[config.mk]
export PLATFORM = sky130hd
export DESIGN_NAME = add_and_alu_instr_exec
export DESIGN_NICKNAME = d
export VERILOG_FILES = /design/src/alu_exec_pkg.sv /design/src/add_and_alu_instr_exec.sv /design/src/alu_adder8.sv
export VERILOG_INCLUDE_DIRS = /design/src /design/src/src
export SDC_FILE = /design/constraint.sdc
export NUM_CORES = 1
export LEC_CHECK = 0
export ABC_AREA = 1
export ABC_CLOCK_PERIOD_IN_PS = 7700
export BUFFER_PORTS_ARGS = -buffer_cell sky130_fd_sc_hd__buf_2
export CAP_MARGIN = 20
export CORE_MARGIN = 8
export CORE_UTILIZATION = 52
export CTS_BUF_LIST = sky130_fd_sc_hd__clkbuf_4 sky130_fd_sc_hd__clkbuf_8 sky130_fd_sc_hd__clkbuf_16
export DETAILED_ROUTE_END_ITERATION = 10
export GPL_TIMING_DRIVEN = 0
export PLACE_DENSITY = 0.84
export SLEW_MARGIN = 10
export SYNTH_ARGS = -nofsm -noshare
export SYNTH_HDL_FRONTEND = slang
export SYNTH_SLANG_ARGS = --single-unit
[constraint.sdc]
create_clock -name clk_sys -period 7.7 [get_ports clk_sys]
set_input_delay 0.385 -clock clk_sys [delete_from_list [all_inputs] [get_ports clk_sys]]
set_output_delay 0.385 -clock clk_sys [all_outputs]
set_load 0.005 [all_outputs]
[src/alu_exec_defs.svh]
// Opcode patterns, field positions and reset values for the add and AND execute unit.
`ifndef ALU_EXEC_DEFS_SVH
`define ALU_EXEC_DEFS_SVH
`define OPC_ADD_LIT_HI   5'h1F
`define OPC_AND_LIT      6'h39
`define OPC_ADD_FILE     6'h07
`define OPC_AND_FILE     6'h05
`define INSTR_DEST_BIT   7
`define ACC_RESET        8'h00
`define FLAG_RESET       1'h0
`endif

[src/alu_exec_pkg.sv]
// Types shared by the add and AND execute unit.
package alu_exec_pkg;
    typedef enum logic [2:0] {
        OP_NONE,
        OP_ADD_LIT,
        OP_AND_LIT,
        OP_ADD_FILE,
        OP_AND_FILE
    } alu_op_t;

    typedef struct packed {
        logic carry;
        logic digitCarry;
        logic zero;
    } alu_flags_t;

    typedef struct packed {
        logic       valid;
        logic [6:0] addr;
        logic [7:0] data;
    } file_write_t;
endpackage : alu_exec_pkg

[src/add_and_alu_instr_exec.sv]
// Decode and single-cycle execution of the literal and file-register add and AND instructions.
`timescale 1ns/1ps
`default_nettype none
`include "alu_exec_defs.svh"
//
// Contract
// (RULE1) Literal add puts accumulator plus literal.
// (RULE2) Literal AND into accumulator, zero flag only.
// (RULE3) File add sums accumulator and addressed register.
// (RULE4) File add destination zero accumulator, one file.
// (RULE5) File AND, zero flag only, one cycle.
// (RULE6) File AND destination one file, zero accumulator.
// (RULE7) Adds update carry, digit carry, zero; one cycle.
// (RULE8) Zero on zero result; carries from bits 7, 3.
module add_and_alu_instr_exec
    import alu_exec_pkg::*;
(
    input  wire logic        clk_sys,
    input  wire logic        rst_n,
    input  wire logic        instrValid,
    input  wire logic [13:0] instrWord,
    output logic      [6:0]  fileRdAddr,
    input  wire logic [7:0]  fileRdData,
    output file_write_t      fileWr,
    output logic      [7:0]  accOut,
    output alu_flags_t       flagsOut
);
    // The file read is combinational so one instruction finishes in one cycle.
    wire alu_op_t    opSel;
    wire logic       destFile;
    wire logic [7:0] operandB;
    wire logic [7:0] addSum;
    wire logic       addCarry;
    wire logic       addHalf;
    wire logic [7:0] andRes;
    wire logic [7:0] result;
    wire logic       isAdd;
    wire logic       toFile;

    logic [7:0]  acc_reg;
    logic [7:0]  acc_next;
    alu_flags_t  flags_reg;
    alu_flags_t  flags_next;
    file_write_t wr_reg;
    file_write_t wr_next;

    assign opSel = !instrValid ? OP_NONE :
                   (instrWord[13:9] == `OPC_ADD_LIT_HI) ? OP_ADD_LIT :  // RULE1
                   (instrWord[13:8] == `OPC_AND_LIT)    ? OP_AND_LIT :  // RULE2
                   (instrWord[13:8] == `OPC_ADD_FILE)   ? OP_ADD_FILE : // RULE3
                   (instrWord[13:8] == `OPC_AND_FILE)   ? OP_AND_FILE : // RULE5
                   OP_NONE;
    assign destFile   = instrWord[`INSTR_DEST_BIT];
    assign fileRdAddr = instrWord[6:0];
    assign operandB   = (opSel == OP_ADD_LIT || opSel == OP_AND_LIT) ? instrWord[7:0] : fileRdData;
    assign andRes     = acc_reg & operandB; // RULE2 RULE5
    assign isAdd      = (opSel == OP_ADD_LIT) || (opSel == OP_ADD_FILE);
    assign result     = isAdd ? addSum : andRes;
    assign toFile     = ((opSel == OP_ADD_FILE) || (opSel == OP_AND_FILE)) && destFile; // RULE4 RULE6

    alu_adder8 u_adder
    (
        .opA          (acc_reg),
        .opB          (operandB),
        .sum          (addSum),
        .carryOut     (addCarry),
        .halfCarryOut (addHalf)
    );

    always_comb
    begin
        acc_next   = acc_reg;
        flags_next = flags_reg;
        wr_next    = '{valid: 1'b0, addr: instrWord[6:0], data: result};
        case (opSel)
            OP_ADD_LIT, OP_ADD_FILE, OP_AND_LIT, OP_AND_FILE:
            begin
                if (toFile)
                    wr_next.valid = 1'b1; // RULE4 RULE6
                else
                    acc_next = result; // RULE1 RULE4 RULE6
                flags_next.zero = (result == 8'h00); // RULE8
                if (isAdd)
                begin
                    flags_next.carry      = addCarry; // RULE7 RULE8
                    flags_next.digitCarry = addHalf;  // RULE7 RULE8
                end
            end
            default:
            begin
                acc_next = acc_reg;
            end
        endcase
    end

    // Flags and result land on the edge that ends the instruction cycle.
    always_ff @(posedge clk_sys or negedge rst_n)
    begin
        if (!rst_n)
        begin
            acc_reg   <= `ACC_RESET;
            flags_reg <= '{`FLAG_RESET, `FLAG_RESET, `FLAG_RESET};
            wr_reg    <= '0;
        end
        else
        begin
            acc_reg   <= acc_next;   // RULE7
            flags_reg <= flags_next;
            wr_reg    <= wr_next;
        end
    end

    assign accOut   = acc_reg;
    assign flagsOut = flags_reg;
    assign fileWr   = wr_reg;
endmodule : add_and_alu_instr_exec
`default_nettype wire

[src/alu_adder8.sv]
// Eight-bit adder that reports the carries out of bit 3 and bit 7.
`timescale 1ns/1ps
`default_nettype none
module alu_adder8
(
    input  wire logic [7:0] opA,
    input  wire logic [7:0] opB,
    output wire logic [7:0] sum,
    output wire logic       carryOut,
    output wire logic       halfCarryOut
);
    wire logic [4:0] lowSum;
    wire logic [4:0] highSum;

    assign lowSum       = {1'b0, opA[3:0]} + {1'b0, opB[3:0]};
    assign highSum      = {1'b0, opA[7:4]} + {1'b0, opB[7:4]} + {4'h0, lowSum[4]};
    assign sum          = {highSum[3:0], lowSum[3:0]};
    assign carryOut     = highSum[4];
    assign halfCarryOut = lowSum[4];
endmodule : alu_adder8
`default_nettype wire

Word level (Yosys, flattened, before mapping)
Index checks and enable logic that the tools add are counted.
{"block": "totals", "inputBits": 25, "regBits": 27, "wordCells": 37}
{"block": "op_classes", "muxes": 9, "reduce_logical": 8, "bitwise_logic": 2, "n_eq_ne": 8, "n_addsub": 3}
{"op": "8-bit 2-to-1 mux", "count": 2}
{"op": "3-bit 2-to-1 mux", "count": 5}
{"op": "6-bit by 3-bit equality test with 1-bit output (second input constant)", "count": 2}
{"op": "4-bit by 4-bit adder with 5-bit output", "count": 2}
{"op": "8-bit AND", "count": 1}
{"op": "8-bit zero test", "count": 1}
{"op": "3-bit by 2-bit equality test with 1-bit output (second input constant)", "count": 2}
{"op": "6-bit equality test (second input constant)", "count": 1}
{"op": "5-bit by 1-bit adder with 5-bit output", "count": 1}
{"op": "5-bit equality test (second input constant)", "count": 1}
{"op": "2-bit AND reduction", "count": 2}
{"op": "4-bit OR reduction", "count": 1}
{"op": "3-bit by 1-bit equality test with 1-bit output (second input constant)", "count": 1}
{"op": "3-bit equality test (second input constant)", "count": 1}
{"op": "1-bit logical OR", "count": 3}
{"op": "1-bit 2-to-1 mux", "count": 2}
{"op": "1-bit logical AND", "count": 1}
{"op": "1-bit inverter", "count": 1}

Logic depth before layout (Yosys ltp)
Gate-level depths: netlist of the first run.
{"block": "logic_depth", "ltp_word": 13, "ltp_mapped": 24}

Cells and area by module
From an unflattened synthesis of the first run, not the netlist that was laid out.
{"block": "hier_totals", "hier_cells": 212, "area_unflattened_um2": 1730.4}
{"module": "add_and_alu_instr_exec", "instances": 1, "area_each_um2": 1451.4, "cells_per_inst": 174, "seq_area_each_um2": 675.6}
{"module": "alu_adder8", "instances": 1, "area_each_um2": 279.0, "cells_per_inst": 38, "seq_area_each_um2": 0.0}

Least setup slack after synthesis of the first run
No wires, ideal clock.
{"block": "synth_path", "path_type": "input -> register", "start": "input instrWord[12]", "end": "register flags_reg (netlist bit flagsOut[0])", "setup_time_ps": 117, "required_time_ps": 7583, "path_buffers": 1, "slack_ps": 4360, "arrival_time_ps": 3222, "path_stages": 23, "path_cell_list": "nand2_2 > nor2_4 > nand2_1 > nand2_1 > nand2_1 > buf_2 > inv_1 > nand2_1 > nand2_1 > ha_1 > inv_1 > fa_1 > o21ai_0 > a21oi_1 > fa_1 > fa_1 > xor2_1 > nand2_1 > nand2_2 > nand2_1 > nor2_1 > nand3_1 > nand2_1"}
{"block": "synth_via", "elab_chain_cells": 13, "elab_cells_between_ends": 23}
{"element": "from (decl)", "line_no": "add_and_alu_instr_exec.sv:21", "rtl": "input wire logic [13:0] instrWord,"}
{"element": "6-bit by 3-bit equality test with 1-bit output (no source line)"}
{"element": "3-bit 2-to-1 mux", "line_no": "add_and_alu_instr_exec.sv:51", "rtl": "(instrWord[13:8] == `OPC_AND_FILE) ? OP_AND_FILE :"}
{"element": "3-bit 2-to-1 mux", "line_no": "add_and_alu_instr_exec.sv:50", "rtl": "(instrWord[13:8] == `OPC_ADD_FILE) ? OP_ADD_FILE :"}
{"element": "3-bit 2-to-1 mux", "line_no": "add_and_alu_instr_exec.sv:49", "rtl": "(instrWord[13:8] == `OPC_AND_LIT) ? OP_AND_LIT :"}
{"element": "3-bit 2-to-1 mux *", "line_no": "add_and_alu_instr_exec.sv:48", "rtl": "(instrWord[13:9] == `OPC_ADD_LIT_HI) ? OP_ADD_LIT :"}
{"element": "3-bit 2-to-1 mux *", "line_no": "add_and_alu_instr_exec.sv:47", "rtl": "assign opSel = !instrValid ? OP_NONE :"}
{"element": "3-bit by 1-bit equality test with 1-bit output or 3-bit by 2-bit equality test with 1-bit output (tied branches)", "line_no": "add_and_alu_instr_exec.sv:55, add_and_alu_instr_exec.sv:57, add_and_alu_instr_exec.sv:75"}
{"element": "1-bit logical OR", "line_no": "add_and_alu_instr_exec.sv:55", "rtl": "assign operandB = (opSel == OP_ADD_LIT || opSel == OP_AND_LIT) ? instrWord[7:0] : fileRdData;"}
{"element": "8-bit 2-to-1 mux", "line_no": "add_and_alu_instr_exec.sv:55"}
{"element": "4-bit by 4-bit adder with 5-bit output, on equally long branches", "line_no": "alu_adder8.sv:16, alu_adder8.sv:15"}
{"element": "5-bit by 1-bit adder with 5-bit output", "line_no": "alu_adder8.sv:16", "rtl": "assign highSum = {1'b0, opA[7:4]} + {1'b0, opB[7:4]} + {4'h0, lowSum[4]};"}
{"element": "8-bit 2-to-1 mux", "line_no": "add_and_alu_instr_exec.sv:58", "rtl": "assign result = isAdd ? addSum : andRes;"}
{"element": "8-bit zero test", "line_no": "add_and_alu_instr_exec.sv:82", "rtl": "flags_next.zero = (result == 8'h00);"}
{"element": "to (signal assigned)", "line_no": "add_and_alu_instr_exec.sv:102", "rtl": "flags_reg <= '{`FLAG_RESET, `FLAG_RESET, `FLAG_RESET};"}
{"element": "to (signal assigned)", "line_no": "add_and_alu_instr_exec.sv:108", "rtl": "flags_reg <= flags_next;"}
{"element": "to (decl)", "line_no": "add_and_alu_instr_exec.sv:42", "rtl": "alu_flags_t flags_reg;"}
Every way passes the cells marked *; elsewhere a longest branch is shown, timed or not.
A chain may end at the register's enable or synchronous reset.

Worst setup path in the final report of the first run
Same ends and word-level chain as after synthesis.

==> impl_metrics.env, run 1 <==
export IMPL_status="finished clean"
export IMPL_grt_pass1_wl_mm=6.04
export IMPL_gr_total_overflow=0
export IMPL_register_area_sq_um=676
export IMPL_clock_latency_ps=330
export IMPL_die_h_microns=71.2
export IMPL_finalNetCount=295
export IMPL_fin_total_pwr_w=0.000293
export IMPL_cts_tree="yes"
export IMPL_worst_setup_path_start_kind="input pin"
export IMPL_synth_top_area_share_pct=42.7
export IMPL_avgViaCountPerCell=5.09
export IMPL_synth_seq_cells=27
export IMPL_drtPass1Iterations=5
export IMPL_io_buffers=58
export IMPL_core_sq_um=2980
export IMPL_seqPwrFrac_pct=53.9
export IMPL_swShare_pct=30.3
export IMPL_power_density_nw_per_um2=151
export IMPL_holdWs_ps=34.6
export IMPL_final_min_clock_period_ps=3560
export IMPL_root_buffer="clkbuf_4"
export IMPL_worst_ir_drop_vdd_uv=126
export IMPL_clkPwrFrac_pct=21.8
export IMPL_worst_hold_path_type="input pin to async pin"
export IMPL_postRouteWirelength_mm=3.75
export IMPL_rsz0062_at_grt="no"
export IMPL_drv_cap=0
export IMPL_dr_wl_met3_microns=310
export IMPL_worstSetupPathType="input pin to register"
export IMPL_yosysTopAreaCell="dfrtp_1"
export IMPL_synth_common_cells="64 x nand2_1, 32 x inv_1, 27 x dfrtp_1"
export IMPL_post_route_util_pct=65.3
export IMPL_grt_max_degree=28
export IMPL_hold_viol=0
export IMPL_cp_arrival_ps=3850
export IMPL_yosysUniqueCellTypes=26
export IMPL_grt_pass1_vias=1429
export IMPL_initial_core_util_pct=53.1
export IMPL_p_int_w=0.000204
export IMPL_power_net_switching_w=0.0000888
export IMPL_crit_chain="buf_2 > nand2_2 > nor2_4 > nand3_1 > nand2_1 > nand2_1 > buf_2 > inv_1 > nand2_1 > nand2_1 > ha_1 > inv_1 > fa_1 > o21ai_0 > a21oi_1 > fa_1 > fa_1 > xor2_1 > nand2_1 > nand2_2 > nand2_1 > nor2_1 > nand3_1 > nand2_1"
export IMPL_synth_seq_area_share_pct=42.7
export IMPL_diodes=0
export IMPL_ys_warn_count=0
export IMPL_gp_congestion=0.888
export IMPL_cts_buffers=3
export IMPL_cp_max_fo=10
export IMPL_area_delta_synth_final_pct=22.9
export IMPL_top_layer_used="met4"
export IMPL_cts_resized=0
export IMPL_report_final_slew_viol_count=0
export IMPL_synth_edf_count=0
export IMPL_hold_buffers=0
export IMPL_antenna_found_initial=0
export IMPL_syn_inst=196
export IMPL_setup_viol=0
export IMPL_period_share_pct=46.3
export IMPL_post_route_drc_count=0
export IMPL_clk_pin_slew_worst_paths_ps=150
export IMPL_drive_gt1_share_pct=33.3
export IMPL_slowest_stage="fa_1"
export IMPL_slew_headroom_pct=59.4
export IMPL_synth_area_per_cell_sq_um=8.07
export IMPL_clock_sinks=27
export IMPL_cp_top_family="adder cells"
export IMPL_cp_required_ps=7990
export IMPL_cp_num_buf_inv=4
export IMPL_post_drt_wl_per_cell_microns=12.9
export IMPL_r2r_end="flagsOut[0]$_DFFE_PN0P_"
export IMPL_power_leakage_nw=1.21
export IMPL_pwr_share_comb_pct=24.3
export IMPL_grt_use_total_pct=14.8
export IMPL_pin_count=59
export IMPL_reg2reg_from="accOut[0]$_DFFE_PN0P_"
export IMPL_place_inst=287
export IMPL_place_hpwl_mm=3.06
export IMPL_n_fill_cell=275
export IMPL_rows=20
export IMPL_syn_num_nets=232
export IMPL_clockBufferDepth=2
export IMPL_r2r_setup_slack_ps=4860
export IMPL_critPathMostFrequentCell="nand2_1"
export IMPL_cts_setup_buffers=0
export IMPL_final_cell_count_no_fill=291
export IMPL_drt_iter0_markers=96
export IMPL_wl_met1_mm=1.51
export IMPL_yosys_most_used_dff="dfrtp_1"
export IMPL_cp_slowest_stage_delay_ps=420
export IMPL_synth_area_leaders="dfrtp_1 43%, nand2_1 15%, inv_1 7.6%"
export IMPL_postSynth_asyncResetShare_pct=100
export IMPL_vias=1481
export IMPL_synth_area_sq_um=1580
export IMPL_design_die_area_sq_um=5060
export IMPL_clock_fmax_mhz=281
export IMPL_htree_levels=1
export IMPL_r2r_cells=14
export IMPL_critPathCaptureType="register"
export IMPL_die_width_microns=71.2
export IMPL_finClkSkew_ps=2.54
export IMPL_dr_wl_met2_mm=1.85
export IMPL_tightestPinTransition_ps=609
export IMPL_synth_most_common_cell="nand2_1"
export IMPL_postRouteAntennaNets=0
export IMPL_finalSetupTns_ps=0
export IMPL_multi_input_comb_area_sq_um=713
[registers in the layout (all words and copies together), names as in the netlist]
name and cells:
accOut 8, fileWr 16, flagsOut 3
[metrics by stage]
stage               instance area, sq um  worst slack, ps
floorplan                           1580             4360
global placement                    1910             3840
detailed placement                  1910             3770
finish                              1940             4140
global route                        1940             3760
CTS                                 1940             4120
[power by group through the flow]
stage,clock [W],combinational [W],sequential (W)
global route,0.0000695,0.0000802,0.000159
global placement,0,0.0000678,0.000161
floorplan,0,0.0000369,0.000162
detailed placement,0,0.0000711,0.000161
CTS,0.0000653,0.0000714,0.000158
finish,0.0000639,0.0000712,0.000158
[metal layers]
metal  GRT usage, %  vias to the layer above
li1               -                      723
met1           15.8                      686
met2           26.7                       60
met3           5.37                       12
met4           3.70                        0
met5              0                        -
[cells in the final DEF (no fill, tap or decap), types with 2 or more instances in the layout]
cell type and n:
nand3_1 11, buf_4 7, nand2_2 5, ha_1 8, nand2_1 64, buf_2 59, nand3_2 2, o21ai_2 4
fa_1 3, dfrtp_1 27, nand3b_1 2, o21ai_0 9, inv_1 32, clkbuf_4 3, nor2_1 7, a21oi_1 3
[worst max-delay path by stage]
stage / start / slack (ps) / to / cells past startpoint
floorplan: instrWord[12] / 4360 / flagsOut[0]$_DFFE_PN0P_ / 23
CTS: instrWord[12] / 4120 / flagsOut[0]$_DFFE_PN0P_ / 24
global route: instrWord[9] / 3760 / flagsOut[0]$_DFFE_PN0P_ / 23
global placement: instrWord[12] / 3840 / flagsOut[0]$_DFFE_PN0P_ / 24
detailed placement: instrWord[12] / 3770 / flagsOut[0]$_DFFE_PN0P_ / 24
finish: instrWord[12] / 4140 / flagsOut[0]$_DFFE_PN0P_ / 24
[kinds of logic (layout without fill, tap and decap cells)]
| kind of cell | count (synthesis) | count (layout) | synth area share (%) |
|---|---|---|---|
| buffers and inverters | 42 | 104 | 12.2 |
| xor gates and xnor gates | 2 | 2 | 1.11 |
| adders and majority gates | 11 | 11 | 10.1 |
| DFF | 27 | 27 | 42.7 |
| and+or+nand+nor | 95 | 95 | 26.7 |
| AOI/OAI and AO/OA | 19 | 19 | 7.20 |
[final cells by class]
cell class,instances,area share [%]
Sequential cell,27,34.8
Inverter,33,6.37
Clock inverter,1,0.386
Multi-Input combinational cell,127,36.7
Buffer,9,3.54
Clock buffer,3,1.16
Tap cell,33,2.12
Timing Repair Buffer,58,14.9
(Power assumes the default switching activity.)
==> inputs of run 2 (changes only) <==
ABC_CLOCK_PERIOD_IN_PS = 2900   (was 7700)
CORE_UTILIZATION = 44   (was 52)
PLACE_DENSITY = 0.75   (was 0.84)
clock period = 2.9 ns   (was 7.7 ns; I/O delays follow)
==> run 2 against run 1 <==
Critical path depth down 1. Non-clock buffer count grew 18. Register-to-register slack worse by 4600 ps. Clock skew rose by 2.3 ps. First-iteration DRC count decreased by 30%. Final area is 14% higher. Global-route usage fell by 1.0 points. Setup slack worse by 4000 ps. Sequential share of layout area is 4.3 points lower. Sequential cell count did not move. Combinational power grew to 3.1 times the previous value.
==> impl_metrics.env, run 2 (synthesized netlist as in run 1, its figures left out) <==
export IMPL_status="finished clean"
export IMPL_place_hpwl_mm=3.02
export IMPL_post_drt_wl_per_cell_microns=12.6
export IMPL_power_leakage_nw=1.31
export IMPL_finClkSkew_ps=4.87
export IMPL_p_int_w=0.000566
export IMPL_avgViaCountPerCell=4.59
export IMPL_rows=21
export IMPL_clock_fmax_mhz=365
export IMPL_cp_arrival_ps=3030
export IMPL_clk_pin_slew_worst_paths_ps=150
export IMPL_cts_tree="yes"
export IMPL_gr_total_overflow=0
export IMPL_antenna_found_initial=0
export IMPL_drtPass1Iterations=4
export IMPL_diodes=0
export IMPL_r2r_setup_slack_ps=310
export IMPL_area_delta_synth_final_pct=40.2
export IMPL_tightestPinTransition_ps=587
export IMPL_io_buffers=58
export IMPL_cts_buffers=3
export IMPL_final_min_clock_period_ps=2740
export IMPL_n_fill_cell=284
export IMPL_worst_setup_path_start_kind="input pin"
export IMPL_grt_max_degree=28
export IMPL_finalNetCount=313
export IMPL_design_die_area_sq_um=5770
export IMPL_register_area_sq_um=676
export IMPL_post_route_drc_count=0
export IMPL_period_share_pct=94.5
export IMPL_grt_util_met1_pct=14.6
export IMPL_clkPwrFrac_pct=21.2
export IMPL_die_width_microns=76.0
export IMPL_final_cell_count_no_fill=322
export IMPL_grt_use_total_pct=13.8
export IMPL_postRouteWirelength_mm=4.06
export IMPL_busiest_layer="met2"
export IMPL_power_net_switching_w=0.000249
export IMPL_cp_slowest_stage_delay_ps=560
export IMPL_critPathCaptureType="register"
export IMPL_grt_use_met2_pct=24.6
export IMPL_worst_hold_path_type="input pin to register"
export IMPL_clockBufferDepth=2
export IMPL_postRouteAntennaNets=0
export IMPL_vias=1478
export IMPL_report_final_slew_viol_count=0
export IMPL_htree_levels=1
export IMPL_slowest_stage="fa_2"
export IMPL_place_inst=300
export IMPL_drive_gt1_share_pct=41.7
export IMPL_hold_viol=0
export IMPL_root_buffer="clkbuf_4"
export IMPL_finalSetupTns_ps=0
export IMPL_gp_congestion=0.832
export IMPL_drv_cap=0
export IMPL_swShare_pct=30.6
export IMPL_grt_pass1_vias=1475
export IMPL_slew_headroom_pct=60.9
export IMPL_cp_max_fo=4
export IMPL_clock_latency_ps=340
export IMPL_crit_chain="buf_8 > nand2_4 > nor2_4 > nand3_2 > nand2_2 > nand2_2 > buf_6 > clkinv_4 > nand2_2 > nand2_2 > ha_4 > inv_2 > fa_2 > o21ai_2 > a21oi_2 > fa_2 > fa_2 > nand2_2 > nand2_2 > nand2_2 > nor2_2 > nand3_1 > nand2_1"
export IMPL_worst_ir_drop_vdd_uv=194
export IMPL_final_cell_mix="57 x nand2_1, 55 x buf_2, 30 x inv_1"
export IMPL_pwr_share_comb_pct=27.3
export IMPL_use_met3_pct=4.13
export IMPL_die_h_microns=76.0
export IMPL_grt_pass1_wl_mm=6.60
export IMPL_setup_viol=0
export IMPL_cp_required_ps=3190
export IMPL_critPathMostFrequentCell="nand2_2"
export IMPL_drt_iter0_markers=67
export IMPL_core_sq_um=3390
export IMPL_largest_reg_flops=16
export IMPL_pin_count=59
export IMPL_worstSetupPathType="input pin to register"
export IMPL_multi_input_comb_area_sq_um=782
export IMPL_power_density_nw_per_um2=368
export IMPL_final_common_cell="nand2_1"
export IMPL_seqPwrFrac_pct=51.6
export IMPL_clock_sinks=27
export IMPL_initial_core_util_pct=46.7
run 2: routing by layer:
metal,up-vias,share of wire (%)
met5,-,0
met4,0,1.9
met3,9,5.5
met2,37,52
met1,676,41
li1,756,-
run 2: final timing paths:
| check | from | to | cells after the start |
|---|---|---|---|
| setup / recovery | instrWord[11] | flagsOut[0]$_DFFE_PN0P_ | 23 |
| min in group asynchronous | rst_n | fileWr[9]$_DFF_PN0_ | 2 |
| setup reg to reg | accOut[0]$_DFFE_PN0P_ | flagsOut[0]$_DFFE_PN0P_ | 13 |
| max in group asynchronous | rst_n | fileWr[6]$_DFF_PN0_ | 2 |
| hold / removal | instrWord[7] | fileWr[15]$_DFF_PN0_ | 3 |
| hold reg to reg | flagsOut[0]$_DFFE_PN0P_ | flagsOut[0]$_DFFE_PN0P_ | 2 |
run 2: layout make-up:
cell class / count / area share, %
inverter: 33 / 5.81
clock inverter: 1 / 0.339
timing repair buffer: 76 / 21.1
multi-input combinational: 127 / 35.3
clock buffer: 3 / 1.02
buffer: 9 / 3.39
sequential: 27 / 30.5
tap: 46 / 2.60
run 2: timing repair:
action	in CTS	in global routing
resized for setup	6	23
buffers inserted	7	3
hold buffers	8	0
endpoints found under the setup margin	4	6
endpoints found under the hold margin	34	0
pin swaps	4	16
run 2: critical path, delay by kind of cell:
| family | cells | cell delay, ps |
|---|---|---|
| adder cells (fa/ha/maj) | 4 | 1410 |
| AND/OR/NAND/NOR | 13 | 930 |
| buffers and inverters | 4 | 310 |
| AO/OA/AOI/OAI | 2 | 220 |
run 2: through the flow:
step                util (%)  setup WS, ps  instance area (sq um)  hold WS (ps)  power, W
floorplan                  -          8.70                   1590          -151  0.000531
global placement        57.2          -465                   1940           183  0.000611
detailed placement      57.2          -565                   1940           183  0.000618
CTS                     62.6          3.66                   2120          37.6  0.000809
global route            65.4         -4.63                   2220          19.0  0.000870
finish                  65.4           160                   2220          34.8  0.000816
run 2: power by group through the flow:
stage | clock [W] | sequential (W) | combinational [W]
6_report | 0.000173 | 0.000420 | 0.000222
5_1_grt | 0.000195 | 0.000425 | 0.000250
4_1_cts | 0.000179 | 0.000421 | 0.000209
3_5_place_dp | 0 | 0.000428 | 0.000190
3_3_place_gp | 0 | 0.000427 | 0.000185
2_1_floorplan | 0 | 0.000431 | 0.000100
==> inputs of run 3 (changes only) <==
RECOVER_POWER = 100   (was unset)
SLEW_MARGIN = 20   (was 10)
==> run 3 against run 2 <==
Critical path depth fell by 6. Non-clock buffer count did not move. Sequential share of layout area rose by 0.54 points. First-iteration DRC count rose by 13%. Global-route usage did not move. Die area did not move. Count of clock-buffer cells in the layout did not move. Power fell by 0.99%. Via count barely moved.
==> impl_metrics.env, run 3 (synthesized netlist as in run 1, its figures left out) <==
export IMPL_hold_viol=0
export IMPL_power_density_nw_per_um2=371
export IMPL_grt_pass1_vias=1475
export IMPL_period_share_pct=94.9
export IMPL_placed_cell_area_sq_um=1940
export IMPL_post_drt_wl_per_cell_microns=12.7
export IMPL_avgViaCountPerCell=4.59
export IMPL_post_route_drc_count=0
export IMPL_grt_use_total_pct=13.8
export IMPL_cts_buffers=3
export IMPL_htree_levels=1
export IMPL_worst_setup_path_start_kind="input pin"
export IMPL_finClkSkew_ps=4.54
export IMPL_final_cell_count_no_fill=322
export IMPL_cp_arrival_ps=3040
export IMPL_cp_max_fo=3
export IMPL_report_final_slew_viol_count=0
export IMPL_design_die_area_sq_um=5770
export IMPL_fin_total_pwr_w=0.000808
export IMPL_die_h_microns=76.0
export IMPL_postRouteWirelength_mm=4.08
export IMPL_clk_pin_slew_worst_paths_ps=150
export IMPL_clock_sinks=27
export IMPL_n_fill_cell=297
export IMPL_dp_slack_ps=-565
export IMPL_largest_reg_flops=16
export IMPL_slew_headroom_pct=5.65
export IMPL_grt_pass1_wl_mm=6.60
export IMPL_final_min_clock_period_ps=2750
export IMPL_worst_hold_path_type="input pin to register"
export IMPL_gp_congestion=0.832
export IMPL_worst_ir_drop_vdd_uv=195
export IMPL_cts_tree="yes"
export IMPL_worst_slack_ps=149
export IMPL_clock_latency_ps=340
export IMPL_clock_fmax_mhz=364
export IMPL_diodes=0
export IMPL_pin_count=59
export IMPL_area_delta_synth_final_pct=37.7
export IMPL_die_width_microns=76.0
export IMPL_grt_max_degree=28
export IMPL_worstSetupPathType="input pin to register"
export IMPL_final_common_cell="nand2_1"
export IMPL_cp_required_ps=3190
export IMPL_core_sq_um=3390
export IMPL_setup_viol=0
export IMPL_final_cell_mix="57 x nand2_1, 30 x inv_1, 28 x clkbuf_1"
export IMPL_drt_iter0_markers=76
export IMPL_critPathCaptureType="register"
export IMPL_root_buffer="clkbuf_4"
export IMPL_status="finished clean"
export IMPL_rows=21
export IMPL_io_buffers=58
export IMPL_place_hpwl_mm=3.02
export IMPL_power_leakage_nw=1.21
export IMPL_place_inst=300
export IMPL_drive_gt1_share_pct=31.2
export IMPL_tightestPinTransition_ps=1420
export IMPL_finalNetCount=313
export IMPL_initial_core_util_pct=46.7
export IMPL_drtPass1Iterations=4
export IMPL_postRouteAntennaNets=0
export IMPL_clockBufferDepth=2
export IMPL_finalInstanceArea_sq_um=2180
export IMPL_gr_total_overflow=0
export IMPL_vias=1477
export IMPL_antenna_found_initial=0
export IMPL_drv_cap=0
export IMPL_post_route_util_pct=64.3
run 3: changes by cell type in the layout (fill, tap and decap cells not counted):
cell      before  now
o21ai_0        7    9
o21ai_1        1    0
clkbuf_4       3    9
o21ai_2        6    5
clkbuf_1       0   28
buf_4         18   12
buf_2         55   27
run 3: critical path: stages:
cell,delay (ps)
dlygate4sd3_1,520
clkbuf_1,150
nand2_2,70
nand2_2,90
ha_4,140
inv_2,40
fa_2,340
o21ai_2,130
a21oi_2,90
fa_2,370
fa_2,560
nand2_2,50
nand2_2,60
nand2_2,60
nor2_2,90
nand3_1,80
nand2_1,70
run 3: path summary, 6_finish.rpt:
kind                       slack (ps)               startpoint                       to  depth (start not counted)
setup reg to reg                  310    accOut[0]$_DFFE_PN0P_  flagsOut[0]$_DFFE_PN0P_                         13
setup / recovery                  150             instrWord[0]  flagsOut[0]$_DFFE_PN0P_                         17
hold reg to reg                   520  flagsOut[0]$_DFFE_PN0P_  flagsOut[0]$_DFFE_PN0P_                          2
hold / removal                     30             instrWord[7]     fileWr[15]$_DFF_PN0_                          3
max in group asynchronous        1430                    rst_n      fileWr[6]$_DFF_PN0_                          2
min in group asynchronous         640                    rst_n      fileWr[9]$_DFF_PN0_                          2
run 3: metal layers:
layer	track usage, %	up-vias	part of all wire, %
li1	-	756	-
met1	14.6	673	40
met2	24.6	39	51
met3	4.13	9	6.4
met4	5.69	0	1.9
met5	0	-	0
run 3: what timing repair did:
action / CTS / global route
resized for setup: 6 / 23
hold buffers: 8 / 0
setup endpoints to repair: 4 / 6
setup buffers: 7 / 3
pin swaps: 4 / 16
hold endpoints to repair: 34 / 0
run 3: area by class of cell:
class | instances | area [sq um] | share of cell area [%]
plain buffers | 9 | 75.1 | 3.45
clock buffers | 3 | 22.5 | 1.03
clock inverters | 1 | 7.51 | 0.345
inverters | 33 | 129 | 5.92
multi-input cells | 127 | 778 | 35.7
flip-flops and latches | 27 | 676 | 31.0
well taps | 46 | 57.6 | 2.64
repair buffers | 76 | 433 | 19.9
run 3: metrics by stage:
stage	hold slack, ps	setup TNS, ps
3_3_place_gp	183	-2220
4_1_cts	37.6	0
2_1_floorplan	-151	0
3_5_place_dp	183	-2880
6_report	33.5	0
5_1_grt	19.0	-4.79
run 3: report_power, final:
part / switching, W / internal, W
Clock: 0.000120 / 0.0000529
Combinational: 0.000114 / 0.0000993
Sequential: 0.0000158 / 0.000406
